File: src/design/psm_pkg.sv
// Constants, positions and types shared by the serial management slave
package psm_pkg;

  // ----------------------------------------------------------------
  // Timing
  // ----------------------------------------------------------------
  localparam int CLK_PERIOD_NS = 20;
  localparam int MDC_MAX_RATE_KHZ = 12500;
  localparam int MDC_MIN_PERIOD_NS = 1000000 / MDC_MAX_RATE_KHZ;
  localparam int MDC_MIN_PERIOD_CYC = MDC_MIN_PERIOD_NS / CLK_PERIOD_NS;
  localparam int SYNC_MIN_CYC = 4;

  // ----------------------------------------------------------------
  // Frame bit positions, counted from the first start bit
  // ----------------------------------------------------------------
  localparam logic [4:0] POS_START2 = 5'h01;
  localparam logic [4:0] POS_OP_LAST = 5'h03;
  localparam logic [4:0] POS_HDR_LAST = 5'h0D;
  localparam logic [4:0] POS_TA1 = 5'h0E;
  localparam logic [4:0] POS_TA2 = 5'h0F;
  localparam logic [4:0] POS_LAST = 5'h1F;

  // ----------------------------------------------------------------
  // Opcodes and header layout
  // ----------------------------------------------------------------
  localparam logic [1:0] OP_READ = 2'h2;
  localparam logic [1:0] OP_WRITE = 2'h1;
  localparam int HDR_OP_LSB = 10;
  localparam int HDR_PHY_LSB = 5;
  localparam int HDR_REG_LSB = 0;

  // ----------------------------------------------------------------
  // Register indices and fields
  // ----------------------------------------------------------------
  localparam logic [4:0] REG_EXT_CTRL = 5'h0D;
  localparam logic [4:0] REG_EXT_DATA = 5'h0E;
  localparam logic [4:0] REG_INT_MASK = 5'h19;
  localparam logic [4:0] REG_INT_STAT = 5'h1A;
  localparam logic [4:0] REG_PAGE = 5'h1F;
  localparam int INT_PIN_EN_BIT = 15;
  localparam int INT_EVENT_BIT = 15;
  localparam int EXT_FUNC_LSB = 14;
  localparam logic [1:0] EXT_FUNC_ADDR = 2'h0;
  localparam logic [15:0] REG_RESET = 16'h0000;
  localparam logic [4:0] PHY_ADDR_RESET = 5'h00;

  // ----------------------------------------------------------------
  // Frame state machine
  // ----------------------------------------------------------------
  typedef enum logic [6:0] {
    S_IDLE  = 7'h01,
    S_PRE   = 7'h02,
    S_START = 7'h04,
    S_HDR   = 7'h08,
    S_TURN  = 7'h10,
    S_DATA  = 7'h20,
    S_SKIP  = 7'h40
  } psm_state_t;

endpackage : psm_pkg

File: src/design/psm_reg_if.sv
// Register access carrier between frame logic and register bank
`timescale 1ns/1ps
interface psm_reg_if;
  logic rd;
  logic wr;
  logic [4:0] addr;
  logic [15:0] wdata;
  logic [15:0] rdata;

  modport frame (output rd, output wr, output addr, output wdata, input rdata);
  modport bank (input rd, input wr, input addr, input wdata, output rdata);
endinterface : psm_reg_if

File: src/design/psm_reg_bank.sv
// Paged register bank with indirect extended space and interrupt status
`timescale 1ns/1ps
module psm_reg_bank #(
  parameter int PAGES = 2,
  parameter int EXT_DEPTH = 8
) (
  input wire logic clk,
  input wire logic rst_n,
  psm_reg_if.bank bus,
  input wire logic i_int_event,
  output logic o_int_pending
);

  localparam int PAGE_W = (PAGES > 1) ? $clog2(PAGES) : 1;
  localparam int EXT_W = (EXT_DEPTH > 1) ? $clog2(EXT_DEPTH) : 1;

  // ----------------------------------------------------------------
  // Parameter check
  // ----------------------------------------------------------------
  if (PAGES < 1 || PAGES > 256 || EXT_DEPTH < 1 || EXT_DEPTH > 65536) begin : g_chk
    $error("psm_reg_bank: unsupported PAGES or EXT_DEPTH");
  end

  logic [15:0] page_r;
  logic [15:0] ext_ctrl_r;
  logic [15:0] ext_addr_r;
  logic [15:0] int_mask_r;
  logic [15:0] int_stat_r;
  logic [15:0] int_stat_nxt;
  logic [15:0] page_mem [PAGES][32];
  logic [15:0] ext_mem [EXT_DEPTH];
  logic page_ok;
  logic ext_ok;
  logic ext_is_data;
  logic special;
  logic [PAGE_W-1:0] page_idx;
  logic [EXT_W-1:0] ext_idx;

  assign page_ok = (32'(page_r) < PAGES);
  assign page_idx = page_r[PAGE_W-1:0];
  assign ext_ok = (32'(ext_addr_r) < EXT_DEPTH);
  assign ext_idx = ext_addr_r[EXT_W-1:0];
  assign ext_is_data = (ext_ctrl_r[psm_pkg::EXT_FUNC_LSB+1:psm_pkg::EXT_FUNC_LSB] != psm_pkg::EXT_FUNC_ADDR);
  assign special = (bus.addr == psm_pkg::REG_EXT_CTRL) || (bus.addr == psm_pkg::REG_EXT_DATA) ||
                   (bus.addr == psm_pkg::REG_INT_MASK) || (bus.addr == psm_pkg::REG_INT_STAT) ||
                   (bus.addr == psm_pkg::REG_PAGE);

  // ----------------------------------------------------------------
  // Paged general registers
  // ----------------------------------------------------------------
  always_ff @(posedge clk or negedge rst_n) begin
    if (!rst_n) begin
      for (int p = 0; p < PAGES; p++) begin
        for (int r = 0; r < 32; r++) begin
          page_mem[p][r] <= psm_pkg::REG_RESET;
        end
      end
    end else if (bus.wr && !special && page_ok) begin
      page_mem[page_idx][bus.addr] <= bus.wdata;
    end
  end

  // ----------------------------------------------------------------
  // Page select, indirect extended space and interrupt mask
  // ----------------------------------------------------------------
  always_ff @(posedge clk or negedge rst_n) begin
    if (!rst_n) begin
      page_r <= psm_pkg::REG_RESET;
      ext_ctrl_r <= psm_pkg::REG_RESET;
      ext_addr_r <= psm_pkg::REG_RESET;
      int_mask_r <= psm_pkg::REG_RESET;
    end else if (bus.wr) begin
      if (bus.addr == psm_pkg::REG_PAGE) begin
        page_r <= bus.wdata;
      end
      if (bus.addr == psm_pkg::REG_EXT_CTRL) begin
        ext_ctrl_r <= bus.wdata;
      end
      if (bus.addr == psm_pkg::REG_EXT_DATA && !ext_is_data) begin
        ext_addr_r <= bus.wdata;
      end
      if (bus.addr == psm_pkg::REG_INT_MASK) begin
        int_mask_r <= bus.wdata;
      end
    end
  end

  always_ff @(posedge clk or negedge rst_n) begin
    if (!rst_n) begin
      for (int e = 0; e < EXT_DEPTH; e++) begin
        ext_mem[e] <= psm_pkg::REG_RESET;
      end
    end else if (bus.wr && bus.addr == psm_pkg::REG_EXT_DATA && ext_is_data && ext_ok) begin
      ext_mem[ext_idx] <= bus.wdata;
    end
  end

  // ----------------------------------------------------------------
  // Interrupt status, cleared by read, event wins
  // ----------------------------------------------------------------
  always_comb begin
    int_stat_nxt = int_stat_r;
    if (bus.rd && bus.addr == psm_pkg::REG_INT_STAT) begin
      int_stat_nxt = psm_pkg::REG_RESET;
    end
    if (i_int_event) begin
      int_stat_nxt[psm_pkg::INT_EVENT_BIT] = 1'b1;
    end
  end

  always_ff @(posedge clk or negedge rst_n) begin
    if (!rst_n) begin
      int_stat_r <= psm_pkg::REG_RESET;
    end else begin
      int_stat_r <= int_stat_nxt;
    end
  end

  assign o_int_pending = int_mask_r[psm_pkg::INT_PIN_EN_BIT] && (int_stat_r != psm_pkg::REG_RESET);

  // ----------------------------------------------------------------
  // Read multiplexer
  // ----------------------------------------------------------------
  always_comb begin
    unique case (bus.addr)
      psm_pkg::REG_PAGE: bus.rdata = page_r;
      psm_pkg::REG_EXT_CTRL: bus.rdata = ext_ctrl_r;
      psm_pkg::REG_EXT_DATA: bus.rdata = !ext_is_data ? ext_addr_r :
                                         (ext_ok ? ext_mem[ext_idx] : psm_pkg::REG_RESET);
      psm_pkg::REG_INT_MASK: bus.rdata = int_mask_r;
      psm_pkg::REG_INT_STAT: bus.rdata = int_stat_r;
      default: bus.rdata = page_ok ? page_mem[page_idx][bus.addr] : psm_pkg::REG_RESET;
    endcase
  end

endmodule : psm_reg_bank

File: src/design/psm_mgmt_slave.sv
// Serial management slave: frame decoder, read driver and interrupt pin
`timescale 1ns/1ps
module psm_mgmt_slave #(
  parameter int PAGES = 2,
  parameter int EXT_DEPTH = 8
) (
  input wire logic I_CLK,
  input wire logic I_RESETN,
  input wire logic I_MDC,
  input wire logic I_MDIO,
  output logic O_MDIO,
  output logic O_MDIO_OE,
  input wire logic [4:0] I_PHY_ADDR,
  input wire logic I_INT_EVENT,
  output logic O_MGMT_INTERRUPT_N,
  output logic O_MGMT_INTERRUPT_N_OE
);

  // ----------------------------------------------------------------
  // Parameter check
  // ----------------------------------------------------------------
  if (psm_pkg::MDC_MIN_PERIOD_CYC < psm_pkg::SYNC_MIN_CYC) begin : g_chk
    $error("psm_mgmt_slave: clock too slow for fastest management clock");
  end

  psm_reg_if reg_bus ();

  // ----------------------------------------------------------------
  // Pin synchronisers
  // ----------------------------------------------------------------
  logic mdc_s1_r;
  logic mdc_s2_r;
  logic mdc_s3_r;
  logic mdio_s1_r;
  logic mdio_s2_r;
  logic [4:0] phy_s1_r;
  logic [4:0] phy_s2_r;

  always_ff @(posedge I_CLK or negedge I_RESETN) begin
    if (!I_RESETN) begin
      mdc_s1_r <= 1'b0;
      mdc_s2_r <= 1'b0;
      mdc_s3_r <= 1'b0;
      mdio_s1_r <= 1'b1;
      mdio_s2_r <= 1'b1;
    end else begin
      mdc_s1_r <= I_MDC;
      mdc_s2_r <= mdc_s1_r;
      mdc_s3_r <= mdc_s2_r;
      mdio_s1_r <= I_MDIO;
      mdio_s2_r <= mdio_s1_r;
    end
  end

  for (genvar b = 0; b < 5; b++) begin : g_phy_sync
    always_ff @(posedge I_CLK or negedge I_RESETN) begin
      if (!I_RESETN) begin
        phy_s1_r[b] <= psm_pkg::PHY_ADDR_RESET[b];
        phy_s2_r[b] <= psm_pkg::PHY_ADDR_RESET[b];
      end else begin
        phy_s1_r[b] <= I_PHY_ADDR[b];
        phy_s2_r[b] <= phy_s1_r[b];
      end
    end
  end

  logic bit_stb;
  logic bit_in;

  assign bit_stb = mdc_s2_r && !mdc_s3_r;
  assign bit_in = mdio_s2_r;

  // ----------------------------------------------------------------
  // Frame state machine
  // ----------------------------------------------------------------
  psm_pkg::psm_state_t state_r;
  psm_pkg::psm_state_t state_nxt;
  logic [4:0] pos_r;
  logic [11:0] hdr_r;
  logic [11:0] hdr_full;
  logic [15:0] wsh_r;
  logic [4:0] reg_addr_r;
  logic read_r;
  logic write_r;
  logic op_ok;
  logic addr_match;
  logic hdr_is_read;
  logic hdr_is_write;

  assign hdr_full = {hdr_r[10:0], bit_in};
  assign op_ok = ({hdr_r[0], bit_in} == psm_pkg::OP_READ) || ({hdr_r[0], bit_in} == psm_pkg::OP_WRITE);
  assign addr_match = (hdr_full[psm_pkg::HDR_PHY_LSB +: 5] == phy_s2_r);
  assign hdr_is_read = (hdr_full[psm_pkg::HDR_OP_LSB +: 2] == psm_pkg::OP_READ);
  assign hdr_is_write = (hdr_full[psm_pkg::HDR_OP_LSB +: 2] == psm_pkg::OP_WRITE);

  always_comb begin
    state_nxt = state_r;
    if (bit_stb) begin
      unique case (state_r)
        psm_pkg::S_IDLE: begin
          if (bit_in) begin
            state_nxt = psm_pkg::S_PRE;
          end
        end
        psm_pkg::S_PRE: begin
          if (!bit_in) begin
            state_nxt = psm_pkg::S_START;
          end
        end
        psm_pkg::S_START: begin
          state_nxt = bit_in ? psm_pkg::S_HDR : psm_pkg::S_SKIP;
        end
        psm_pkg::S_HDR: begin
          if (pos_r == psm_pkg::POS_OP_LAST && !op_ok) begin
            state_nxt = psm_pkg::S_SKIP;
          end else if (pos_r == psm_pkg::POS_HDR_LAST) begin
            state_nxt = psm_pkg::S_TURN;
          end
        end
        psm_pkg::S_TURN: begin
          if (pos_r == psm_pkg::POS_TA2) begin
            state_nxt = psm_pkg::S_DATA;
          end
        end
        psm_pkg::S_DATA, psm_pkg::S_SKIP: begin
          if (pos_r == psm_pkg::POS_LAST) begin
            state_nxt = psm_pkg::S_PRE;
          end
        end
        default: state_nxt = psm_pkg::S_IDLE;
      endcase
    end
  end

  always_ff @(posedge I_CLK or negedge I_RESETN) begin
    if (!I_RESETN) begin
      state_r <= psm_pkg::S_IDLE;
    end else begin
      state_r <= state_nxt;
    end
  end

  // Bit position within the 32-bit frame
  always_ff @(posedge I_CLK or negedge I_RESETN) begin
    if (!I_RESETN) begin
      pos_r <= 5'h00;
    end else if (bit_stb) begin
      if (state_r == psm_pkg::S_IDLE || state_r == psm_pkg::S_PRE) begin
        pos_r <= psm_pkg::POS_START2;
      end else begin
        pos_r <= pos_r + 5'h01;
      end
    end
  end

  // ----------------------------------------------------------------
  // Header and write data capture
  // ----------------------------------------------------------------
  always_ff @(posedge I_CLK or negedge I_RESETN) begin
    if (!I_RESETN) begin
      hdr_r <= 12'h000;
      wsh_r <= 16'h0000;
    end else if (bit_stb) begin
      if (state_r == psm_pkg::S_HDR) begin
        hdr_r <= hdr_full;
      end
      if (state_r == psm_pkg::S_DATA) begin
        wsh_r <= {wsh_r[14:0], bit_in};
      end
    end
  end

  always_ff @(posedge I_CLK or negedge I_RESETN) begin
    if (!I_RESETN) begin
      reg_addr_r <= 5'h00;
    end else if (bit_stb && state_r == psm_pkg::S_HDR && pos_r == psm_pkg::POS_HDR_LAST) begin
      reg_addr_r <= hdr_full[psm_pkg::HDR_REG_LSB +: 5];
    end
  end

  // Read or write granted only to a matching address
  always_ff @(posedge I_CLK or negedge I_RESETN) begin
    if (!I_RESETN) begin
      read_r <= 1'b0;
      write_r <= 1'b0;
    end else if (bit_stb) begin
      if (state_r == psm_pkg::S_HDR && pos_r == psm_pkg::POS_HDR_LAST) begin
        read_r <= addr_match && hdr_is_read;
        write_r <= addr_match && hdr_is_write;
      end else if (state_r == psm_pkg::S_DATA && pos_r == psm_pkg::POS_LAST) begin
        read_r <= 1'b0;
        write_r <= 1'b0;
      end
    end
  end

  // ----------------------------------------------------------------
  // Register bank access
  // ----------------------------------------------------------------
  logic hdr_done;
  logic int_pending;

  assign hdr_done = bit_stb && state_r == psm_pkg::S_HDR && pos_r == psm_pkg::POS_HDR_LAST;
  assign reg_bus.rd = hdr_done && addr_match && hdr_is_read;
  assign reg_bus.wr = bit_stb && state_r == psm_pkg::S_DATA && pos_r == psm_pkg::POS_LAST && write_r;
  assign reg_bus.addr = hdr_done ? hdr_full[psm_pkg::HDR_REG_LSB +: 5] : reg_addr_r;
  assign reg_bus.wdata = {wsh_r[14:0], bit_in};

  psm_reg_bank #(
    .PAGES(PAGES),
    .EXT_DEPTH(EXT_DEPTH)
  ) u_bank (
    .clk(I_CLK),
    .rst_n(I_RESETN),
    .bus(reg_bus),
    .i_int_event(I_INT_EVENT),
    .o_int_pending(int_pending)
  );

  // ----------------------------------------------------------------
  // Data line driver
  // ----------------------------------------------------------------
  logic [15:0] rsh_r;
  logic mdio_o_r;
  logic mdio_oe_r;
  logic drv_start;
  logic drv_stop;
  logic drv_shift;

  assign drv_start = bit_stb && read_r && state_r == psm_pkg::S_TURN && pos_r == psm_pkg::POS_TA1;
  assign drv_stop = bit_stb && read_r && state_r == psm_pkg::S_DATA && pos_r == psm_pkg::POS_LAST;
  assign drv_shift = bit_stb && read_r && !drv_start && !drv_stop &&
                     (state_r == psm_pkg::S_TURN || state_r == psm_pkg::S_DATA);

  // Read data shifter, loaded when the header completes
  always_ff @(posedge I_CLK or negedge I_RESETN) begin
    if (!I_RESETN) begin
      rsh_r <= 16'h0000;
    end else if (reg_bus.rd) begin
      rsh_r <= reg_bus.rdata;
    end else if (drv_shift) begin
      rsh_r <= {rsh_r[14:0], 1'b0};
    end
  end

  // Driven value: turnaround zero, then data, then idle one
  always_ff @(posedge I_CLK or negedge I_RESETN) begin
    if (!I_RESETN) begin
      mdio_o_r <= 1'b1;
    end else if (drv_start) begin
      mdio_o_r <= 1'b0;
    end else if (drv_stop) begin
      mdio_o_r <= 1'b1;
    end else if (drv_shift) begin
      mdio_o_r <= rsh_r[15];
    end
  end

  // Output enable: from second turnaround bit to end of data
  always_ff @(posedge I_CLK or negedge I_RESETN) begin
    if (!I_RESETN) begin
      mdio_oe_r <= 1'b0;
    end else if (drv_start) begin
      mdio_oe_r <= 1'b1;
    end else if (drv_stop) begin
      mdio_oe_r <= 1'b0;
    end
  end

  assign O_MDIO = mdio_o_r;
  assign O_MDIO_OE = mdio_oe_r;

  // ----------------------------------------------------------------
  // Interrupt pin, open drain active low
  // ----------------------------------------------------------------
  logic int_oe_r;

  always_ff @(posedge I_CLK or negedge I_RESETN) begin
    if (!I_RESETN) begin
      int_oe_r <= 1'b0;
    end else begin
      int_oe_r <= int_pending;
    end
  end

  assign O_MGMT_INTERRUPT_N = 1'b0;
  assign O_MGMT_INTERRUPT_N_OE = int_oe_r;

endmodule : psm_mgmt_slave

File: config.mk
export PLATFORM = sky130hd
export DESIGN_NAME = psm_mgmt_slave
export DESIGN_NICKNAME = d
export VERILOG_FILES = /design/src/design/psm_pkg.sv /design/src/design/psm_reg_if.sv /design/src/design/psm_reg_bank.sv /design/src/design/psm_mgmt_slave.sv
export SDC_FILE = /design/constraint.sdc
export NUM_CORES = 2
export LEC_CHECK = 0
export BUFFER_PORTS_ARGS = -buffer_cell sky130_fd_sc_hd__buf_2
export CORE_MARGIN = 1.5
export CORE_UTILIZATION = 50
export CTS_CLUSTER_SIZE = 25
export DETAILED_ROUTE_END_ITERATION = 8
export PLACE_DENSITY = 0.62
export SLEW_MARGIN = 20
export SYNTH_ARGS = -nofsm -noshare
export SYNTH_HDL_FRONTEND = slang
export SYNTH_SLANG_ARGS = --single-unit
File: constraint.sdc
create_clock -name I_CLK -period 8.5 [get_ports I_CLK]
set_clock_uncertainty 0.15 [all_clocks]
set_input_delay 1.7 -clock I_CLK [delete_from_list [all_inputs] [get_ports I_CLK]]
set_output_delay 1.7 -clock I_CLK [all_outputs]
set_load 0.01 [all_outputs]
======== Word-level counts from Yosys, hierarchy flattened ========
Cells that the tools add are included.
cells by class
  shifts and indexed selects .............. 0
  add/subtract/negate cells ............... 1
  bitwise operators ....................... 3
  multiplexer cells ....................... 43
  multiply operators ...................... 0
  order comparisons ....................... 8
  eq/ne operators ......................... 27
  reductions and logical operators ........ 60
  divide/modulo/power cells ............... 0
operator list
  cell                   number
  $mux W512              4
  $bwmux W1024           1
  $demux W512 S1         1
  $mux W16               12
  $bwmux W128            1
  $bmux W16 S5           1
  $demux W16 S5          1
  $pmux W16 S5           1
  $mux W7                7
  $bmux W16 S3           1
  $demux W16 S3          1
  $pmux W7 S6            1
  $logic_and A1 B1 Y1    32
  $eq A5 B4 Y1 const B   5
  $eq A5 B5 Y1 const B   4
  $lt A16 B2 Y1 const B  1
  $lt A16 B4 Y1 const B  1
  $reduce_and A2 Y1      7
  $mux W5                2
  $reduce_bool A2 Y1     5
  $mux W1                9
  $ne A2 B2 Y1 const B   4
  $eq A7 B1 Y1 const B   1
  $eq A7 B2 Y1 const B   1
  other kinds (25)       38
word-level totals
  memory bits (read-only) ................. 0
  bits in registers ....................... 1,296
  logic and storage cells ................. 245
  memories ................................ 0
  bits in writable memories ............... 0
  latch bits .............................. 0

======== Longest topological paths before layout ========
  word-level depth ........................ 13
  depth in mapped cells ................... 17
  mapped depth without buffers ............ 11

======== Modules after synthesis ========
Synthesis repeated with hierarchy kept, for this count alone.
unflattened totals
  cells, all modules ...................... 3,893
  area total of the unflattened synthesis .. 58,273.4 um2
modules (own cells, without submodules)
  module          cells each  instances  area an instance (um2)
  psm_reg_bank    3,600       1          54,637.4
  psm_mgmt_slave  293         1          3,636.0

======== Worst setup path before layout ========
OpenSTA, ideal clock, no wires.
  path kind ............................... register to register
  start ................................... register state_r[2]
  end ..................................... register u_bank.page_mem[261] (netlist bit)
  stages on the path, launching flop included .. 11
  path buffers ............................ 5
  data required time ...................... 8.225 ns
  period minus slack after synthesis ...... 3.916 ns
  data arrival time ....................... 3.641 ns
  path slack .............................. 4.584 ns
  cell sequence ........................... dfrtp_1 or4_4 buf_6 nor4_4 buf_6 buf_2 buf_2 mux2_2 nor3_1 buf_2 mux2_2
between the ends
  word-level cells in the longest chain between the ends .. 12
RTL lines
  item                                                                                    line                                    text
  start, declared                                                                         psm_mgmt_slave.sv:76                    psm_pkg::psm_state_t state_r;
  start signal, assigned                                                                  psm_mgmt_slave.sv:137                   state_r <= psm_pkg::S_IDLE;
  start signal, assigned                                                                  psm_mgmt_slave.sv:139                   state_r <= state_nxt;
  $eq A7 B4 Y1                                                                            psm_mgmt_slave.sv:203                   assign hdr_done = bit_stb && state_r == psm_pkg::S_HDR && pos_r == psm_pkg::POS_HDR_LAST;
  $logic_and A1 B1 Y1 (2 in series)                                                       psm_mgmt_slave.sv:203
  $mux W5                                                                                 psm_mgmt_slave.sv:206                   assign reg_bus.addr = hdr_done ? hdr_full[psm_pkg::HDR_REG_LSB +: 5] : reg_addr_r;
  $not A5 Y6 (not written as such) / $eq A5 B4 Y1 (equally long branches)                 psm_reg_bank.sv:59, psm_reg_bank.sv:44
  $ge A6 B6 Y1 (not written as such) (tied with other cells)                              psm_reg_bank.sv:59                      page_mem[page_idx][bus.addr] <= bus.wdata;
  $logic_and A1 B1 Y1 (not written as such) / $logic_or A1 B1 Y1 (equally long branches)  psm_reg_bank.sv:59, psm_reg_bank.sv:44
  $mux W16 (not written as such) / $logic_or A1 B1 Y1 (equally long branches)             psm_reg_bank.sv:59, psm_reg_bank.sv:45
  $demux W16 S5 / $logic_or A1 B1 Y1 (equally long branches)                              psm_reg_bank.sv:59, psm_reg_bank.sv:45
  $mux W512 (not written as such) / $logic_not A1 Y1 (equally long branches)              psm_reg_bank.sv:59, psm_reg_bank.sv:58
  $demux W512 S1 / $logic_and A1 B1 Y1 (equally long branches)                            psm_reg_bank.sv:59, psm_reg_bank.sv:58
  $bwmux W1024 / $logic_and A1 B1 Y1 (equally long branches)                              psm_reg_bank.sv:59, psm_reg_bank.sv:58
  end signal, assigned by index                                                           psm_reg_bank.sv:55                      page_mem[p][r] <= psm_pkg::REG_RESET;
  end signal, assigned by index                                                           psm_reg_bank.sv:59
  end, declared                                                                           psm_reg_bank.sv:30                      logic [15:0] page_mem [PAGES][32];
Several ways; a longest one is shown, not always the timed one.
A chain may end at the register's enable or synchronous reset.

======== Worst setup path after layout ========
  start ................................... register pos_r[1]
  end ..................................... register rsh_r[6]
between the ends
  word-level cells in the longest chain between the ends .. 10
RTL lines
  item                                          line                   text
  start, declared                               psm_mgmt_slave.sv:78   logic [4:0] pos_r;
  start signal, assigned                        psm_mgmt_slave.sv:149  pos_r <= psm_pkg::POS_START2;
  start signal, assigned                        psm_mgmt_slave.sv:151  pos_r <= pos_r + 5'h01;
  $eq A5 B4 Y1                                  psm_mgmt_slave.sv:203
  $logic_and A1 B1 Y1                           psm_mgmt_slave.sv:203
  $mux W5                                       psm_mgmt_slave.sv:206
  $not A5 Y6 (not written as such)              psm_reg_bank.sv:132    default: bus.rdata = page_ok ? page_mem[page_idx][bus.addr] : psm_pkg::REG_RESET;
  $bmux W16 S5                                  psm_reg_bank.sv:132
  $mux W16 (not written as such) (2 in series)  psm_reg_bank.sv:132
  $mux W16                                      psm_reg_bank.sv:132
  $pmux W16 S5                                  psm_reg_bank.sv:125    unique case (bus.addr)
  $mux W16                                      psm_mgmt_slave.sv:239  end else if (reg_bus.rd) begin
  end signal, assigned                          psm_mgmt_slave.sv:240  rsh_r <= reg_bus.rdata;
  end signal, assigned                          psm_mgmt_slave.sv:242  rsh_r <= {rsh_r[14:0], 1'b0};
  end, declared                                 psm_mgmt_slave.sv:223  logic [15:0] rsh_r;
Several ways; a longest one is shown, not always the timed one. The select of a mux whose other input is x is not followed.

==> impl_metrics.json <==
{
  "outcome": "completed",
  "grt-ovfl-total": 0,
  "criticalPathCategory": "reg -> reg",
  "period_minus_slack_ns": 5.57,
  "final_common_cell": "dfrtp_1",
  "crit_end": "rsh_r[6]",
  "port_buffers": 12,
  "synth_xor_area_frac": 0.00164,
  "clk_path_buf_depth": 3,
  "worstMarginPinSlew_ns": 1.10,
  "power_density_nw_per_um2": 195,
  "avgSynthCellArea_um2": 12.2,
  "yosysWarnings": 0,
  "r2r_cells": 14,
  "cts_resized": 0,
  "routedWlPerCell_um": 29.3,
  "post-route-period-util": 0.655,
  "timing.rr.end": "rsh_r[6]",
  "synth-edff-count": 0,
  "ant_nets": 0,
  "clk_pin_slew_ns": 0.06,
  "grt_pass1_wl_um": 273000,
  "cts-root-buf": "clkbuf_16",
  "layout_common_cells": "1276 x dfrtp_1, 1112 x mux2_2, 423 x nand2_1",
  "worstReg2RegStart": "pos_r[1]",
  "synthToLayoutAreaGrowth_pct": 9.54,
  "endpoint_kind": "flip-flop",
  "worst_slack_ns": 2.93,
  "fin_area_um2": 64300,
  "irDropWorstVdd_mv": 0.185,
  "cp-startpoint": "pos_r[1]",
  "synth_area_um2": 58700,
  "critical_path.startpoint_type": "flip-flop",
  "pre_cts_ws_ns": 2.95,
  "synth-adder-area-share": 0.00107,
  "final_hold_viol_count": 0,
  "gp_congestion": 0.985,
  "rrSetupSlack_ns": 2.93,
  "hp-class": "reg -> reg",
  "finalNetCount": 4563,
  "start_util": 0.505,
  "synth_flop_cell": "dfrtp_1",
  "track_usage": 0.304,
  "vias": 39857,
  "drv_cap": 0,
  "dieArea_um2": 120000,
  "dp_hpwl_um": 109000,
  "seq_area_um2": 32500,
  "fmax_mhz": 180,
  "fp.dieW_um": 346,
  "crit_path_max_fanout": 85,
  "design.core.area_um2": 116000,
  "ios": 14,
  "synthCells": 4825,
  "hold_buffers": 0,
  "vias_per_cell": 6.45,
  "cts_made_buffers": 139,
  "antenna_found_initial": 7,
  "holdWs_ns": 0.191,
  "synth-compound-area-share": 0.0936,
  "setup_violations": 0,
  "ys_seq_area_frac": 0.552,
  "cts.sinks": 1296,
  "tns_ns": 0,
  "synthMuxAreaShare": 0.232,
  "place_area_um2": 59800,
  "first_iter_violations": 4127,
  "slew_headroom": 0.267,
  "die_h_um": 346,
  "crit_required_ns": 9.03,
  "slew_violations": 0,
  "synth_top_family_by_area": "multiplexers",
  "grt_max_degree": 174,
  "final_layout_size_suffix_gt1_frac": 0.340,
  "nFillCells": 9773,
  "synth-simple-area-share": 0.0769,
  "worstPathArrival_ns": 6.10,
  "synth_seq_cells": 1296,
  "grt_pass1_vias": 39619,
  "finalCoreUtilization": 0.553,
  "multi_input_area_um2": 24000,
  "p_leak_uw": 0.0302,
  "cts.htree.levels": 4,
  "synthArstFlopShare": 1.00,
  "cts_tree": "built",
  "ys_types": 77,
  "wirelength_um": 181000,
  "clock_latency_ns": 0.77,
  "syn-num-nets": 4840,
  "rows": 125,
  "drc": 0,
  "rsz0062_at_grt": "false",
  "dr.pass1.iters": 8,
  "cts_setup_buffers": 0
}
## metal layers
metal  track usage  vias to the layer above  part of all wire
met5             0                        -           0.00031
met4         0.128                        8             0.044
met3        0.0645                      419             0.087
met2         0.452                     1697              0.44
met1         0.431                    20904              0.43
li1              -                    16829                 -
## cell type report
class                           count  share of cell area
Inverter                           22             0.00148
Clock inverter                     45             0.00856
Clock buffer                      204              0.0624
Sequential cell                  1296               0.505
Antenna cell                        4            0.000156
Multi-Input combinational cell   2925               0.373
Tap cell                         1524              0.0296
Timing Repair Buffer              164              0.0207
## cell families after synthesis
family | after synthesis
flops | 1296
mux | 1182
simple gates | 947
compound gates | 779
buf+inv | 604
xor+xnor | 11
fa+ha+maj | 5
other cells | 1
## stage by stage
step                std cells  total power [uW]
finish                   6184             12600
floorplan                4825              6420
global placement         5930              6590
global route             6180             13000
CTS                      6180             12700
detailed placement       5931              6590
## cell usage after synthesis, types with 10 or more instances
| library cell | count | share of area |
|---|---|---|
| o32ai_1 | 12 | 0.0018 |
| nor2_1 | 138 | 0.0088 |
| nand3_1 | 105 | 0.0089 |
| o2bb2ai_1 | 10 | 0.0015 |
| o21ai_0 | 81 | 0.0069 |
| o211a_1 | 10 | 0.0017 |
| a31oi_1 | 57 | 0.0061 |
| a2111oi_0 | 34 | 0.0051 |
| nor3_1 | 28 | 0.0024 |
| a311oi_1 | 14 | 0.0021 |
| a22o_1 | 13 | 0.0019 |
| and2_1 | 16 | 0.0017 |
| nand4_1 | 20 | 0.0021 |
| buf_2 | 117 | 0.010 |
| a221oi_1 | 13 | 0.0019 |
| nand4b_1 | 12 | 0.0018 |
| nor4_1 | 21 | 0.0022 |
| buf_4 | 13 | 0.0017 |
| mux2i_1 | 38 | 0.0065 |
| nand2_1 | 423 | 0.027 |
| o211ai_1 | 23 | 0.0029 |
| mux4_2 | 32 | 0.012 |
| dfrtp_1 | 1292 | 0.55 |
| a32oi_1 | 16 | 0.0024 |
| or4_1 | 22 | 0.0028 |
| a311o_1 | 11 | 0.0019 |
| a21oi_1 | 135 | 0.012 |
| clkbuf_1 | 432 | 0.028 |
| buf_1 | 15 | 0.00096 |
| a221o_1 | 30 | 0.0051 |
| a22oi_1 | 30 | 0.0038 |
| and3_1 | 88 | 0.0094 |
| mux2_2 | 1112 | 0.21 |
| inv_1 | 21 | 0.0013 |
| nand2b_1 | 24 | 0.0026 |
| o22ai_1 | 85 | 0.0091 |
| a211o_1 | 13 | 0.0019 |
| nand3b_1 | 11 | 0.0014 |
| o22a_1 | 24 | 0.0036 |
| a211oi_1 | 109 | 0.014 |
## worst min-delay path by stage
stage,slack (ns),startpoint,cells after the start,end
floorplan,0.18,mdc_s1_r,0,mdc_s2_r
global placement,0.19,phy_s1_r[3],0,phy_s2_r[3]
detailed placement,0.18,phy_s1_r[0],0,phy_s2_r[0]
CTS,0.19,phy_s1_r[0],0,phy_s2_r[0]
global route,0.20,phy_s1_r[0],0,phy_s2_r[0]
finish,0.19,phy_s1_r[0],0,phy_s2_r[0]
## report_power, final
group / leakage (uW) / total [uW] / switching [uW] / internal, uW
clock: 0.00224 / 6100 / 2560 / 3540
combinational: 0.00990 / 238 / 187 / 51.7
sequential: 0.0180 / 6230 / 37.6 / 6190
## worst max-delay path, cell delays in order, from the launching register on
cell      delay (ns)
dfrtp_1         0.43
inv_1           0.08
ha_1            0.16
nand4b_1        0.49
nor4_2          0.39
buf_4           0.40
nor2_4          0.03
buf_4           0.27
inv_8           0.53
buf_4           0.63
mux2_2          0.27
a22oi_1         0.06
a211oi_1        0.79
nand4_1         0.47
o21ai_1         0.23
## sequential cells by signal, summed over array words and instances, names as in the netlist, 7 cells and up
name	count
wsh_r	15
u_bank.ext_ctrl_r	16
rsh_r	16
u_bank.page_mem	1024
u_bank.page_r	16
hdr_r	11
u_bank.ext_mem	128
u_bank.ext_addr_r	16
state_r	7
u_bank.int_mask_r	16
Power figures use the tool's default switching activity.
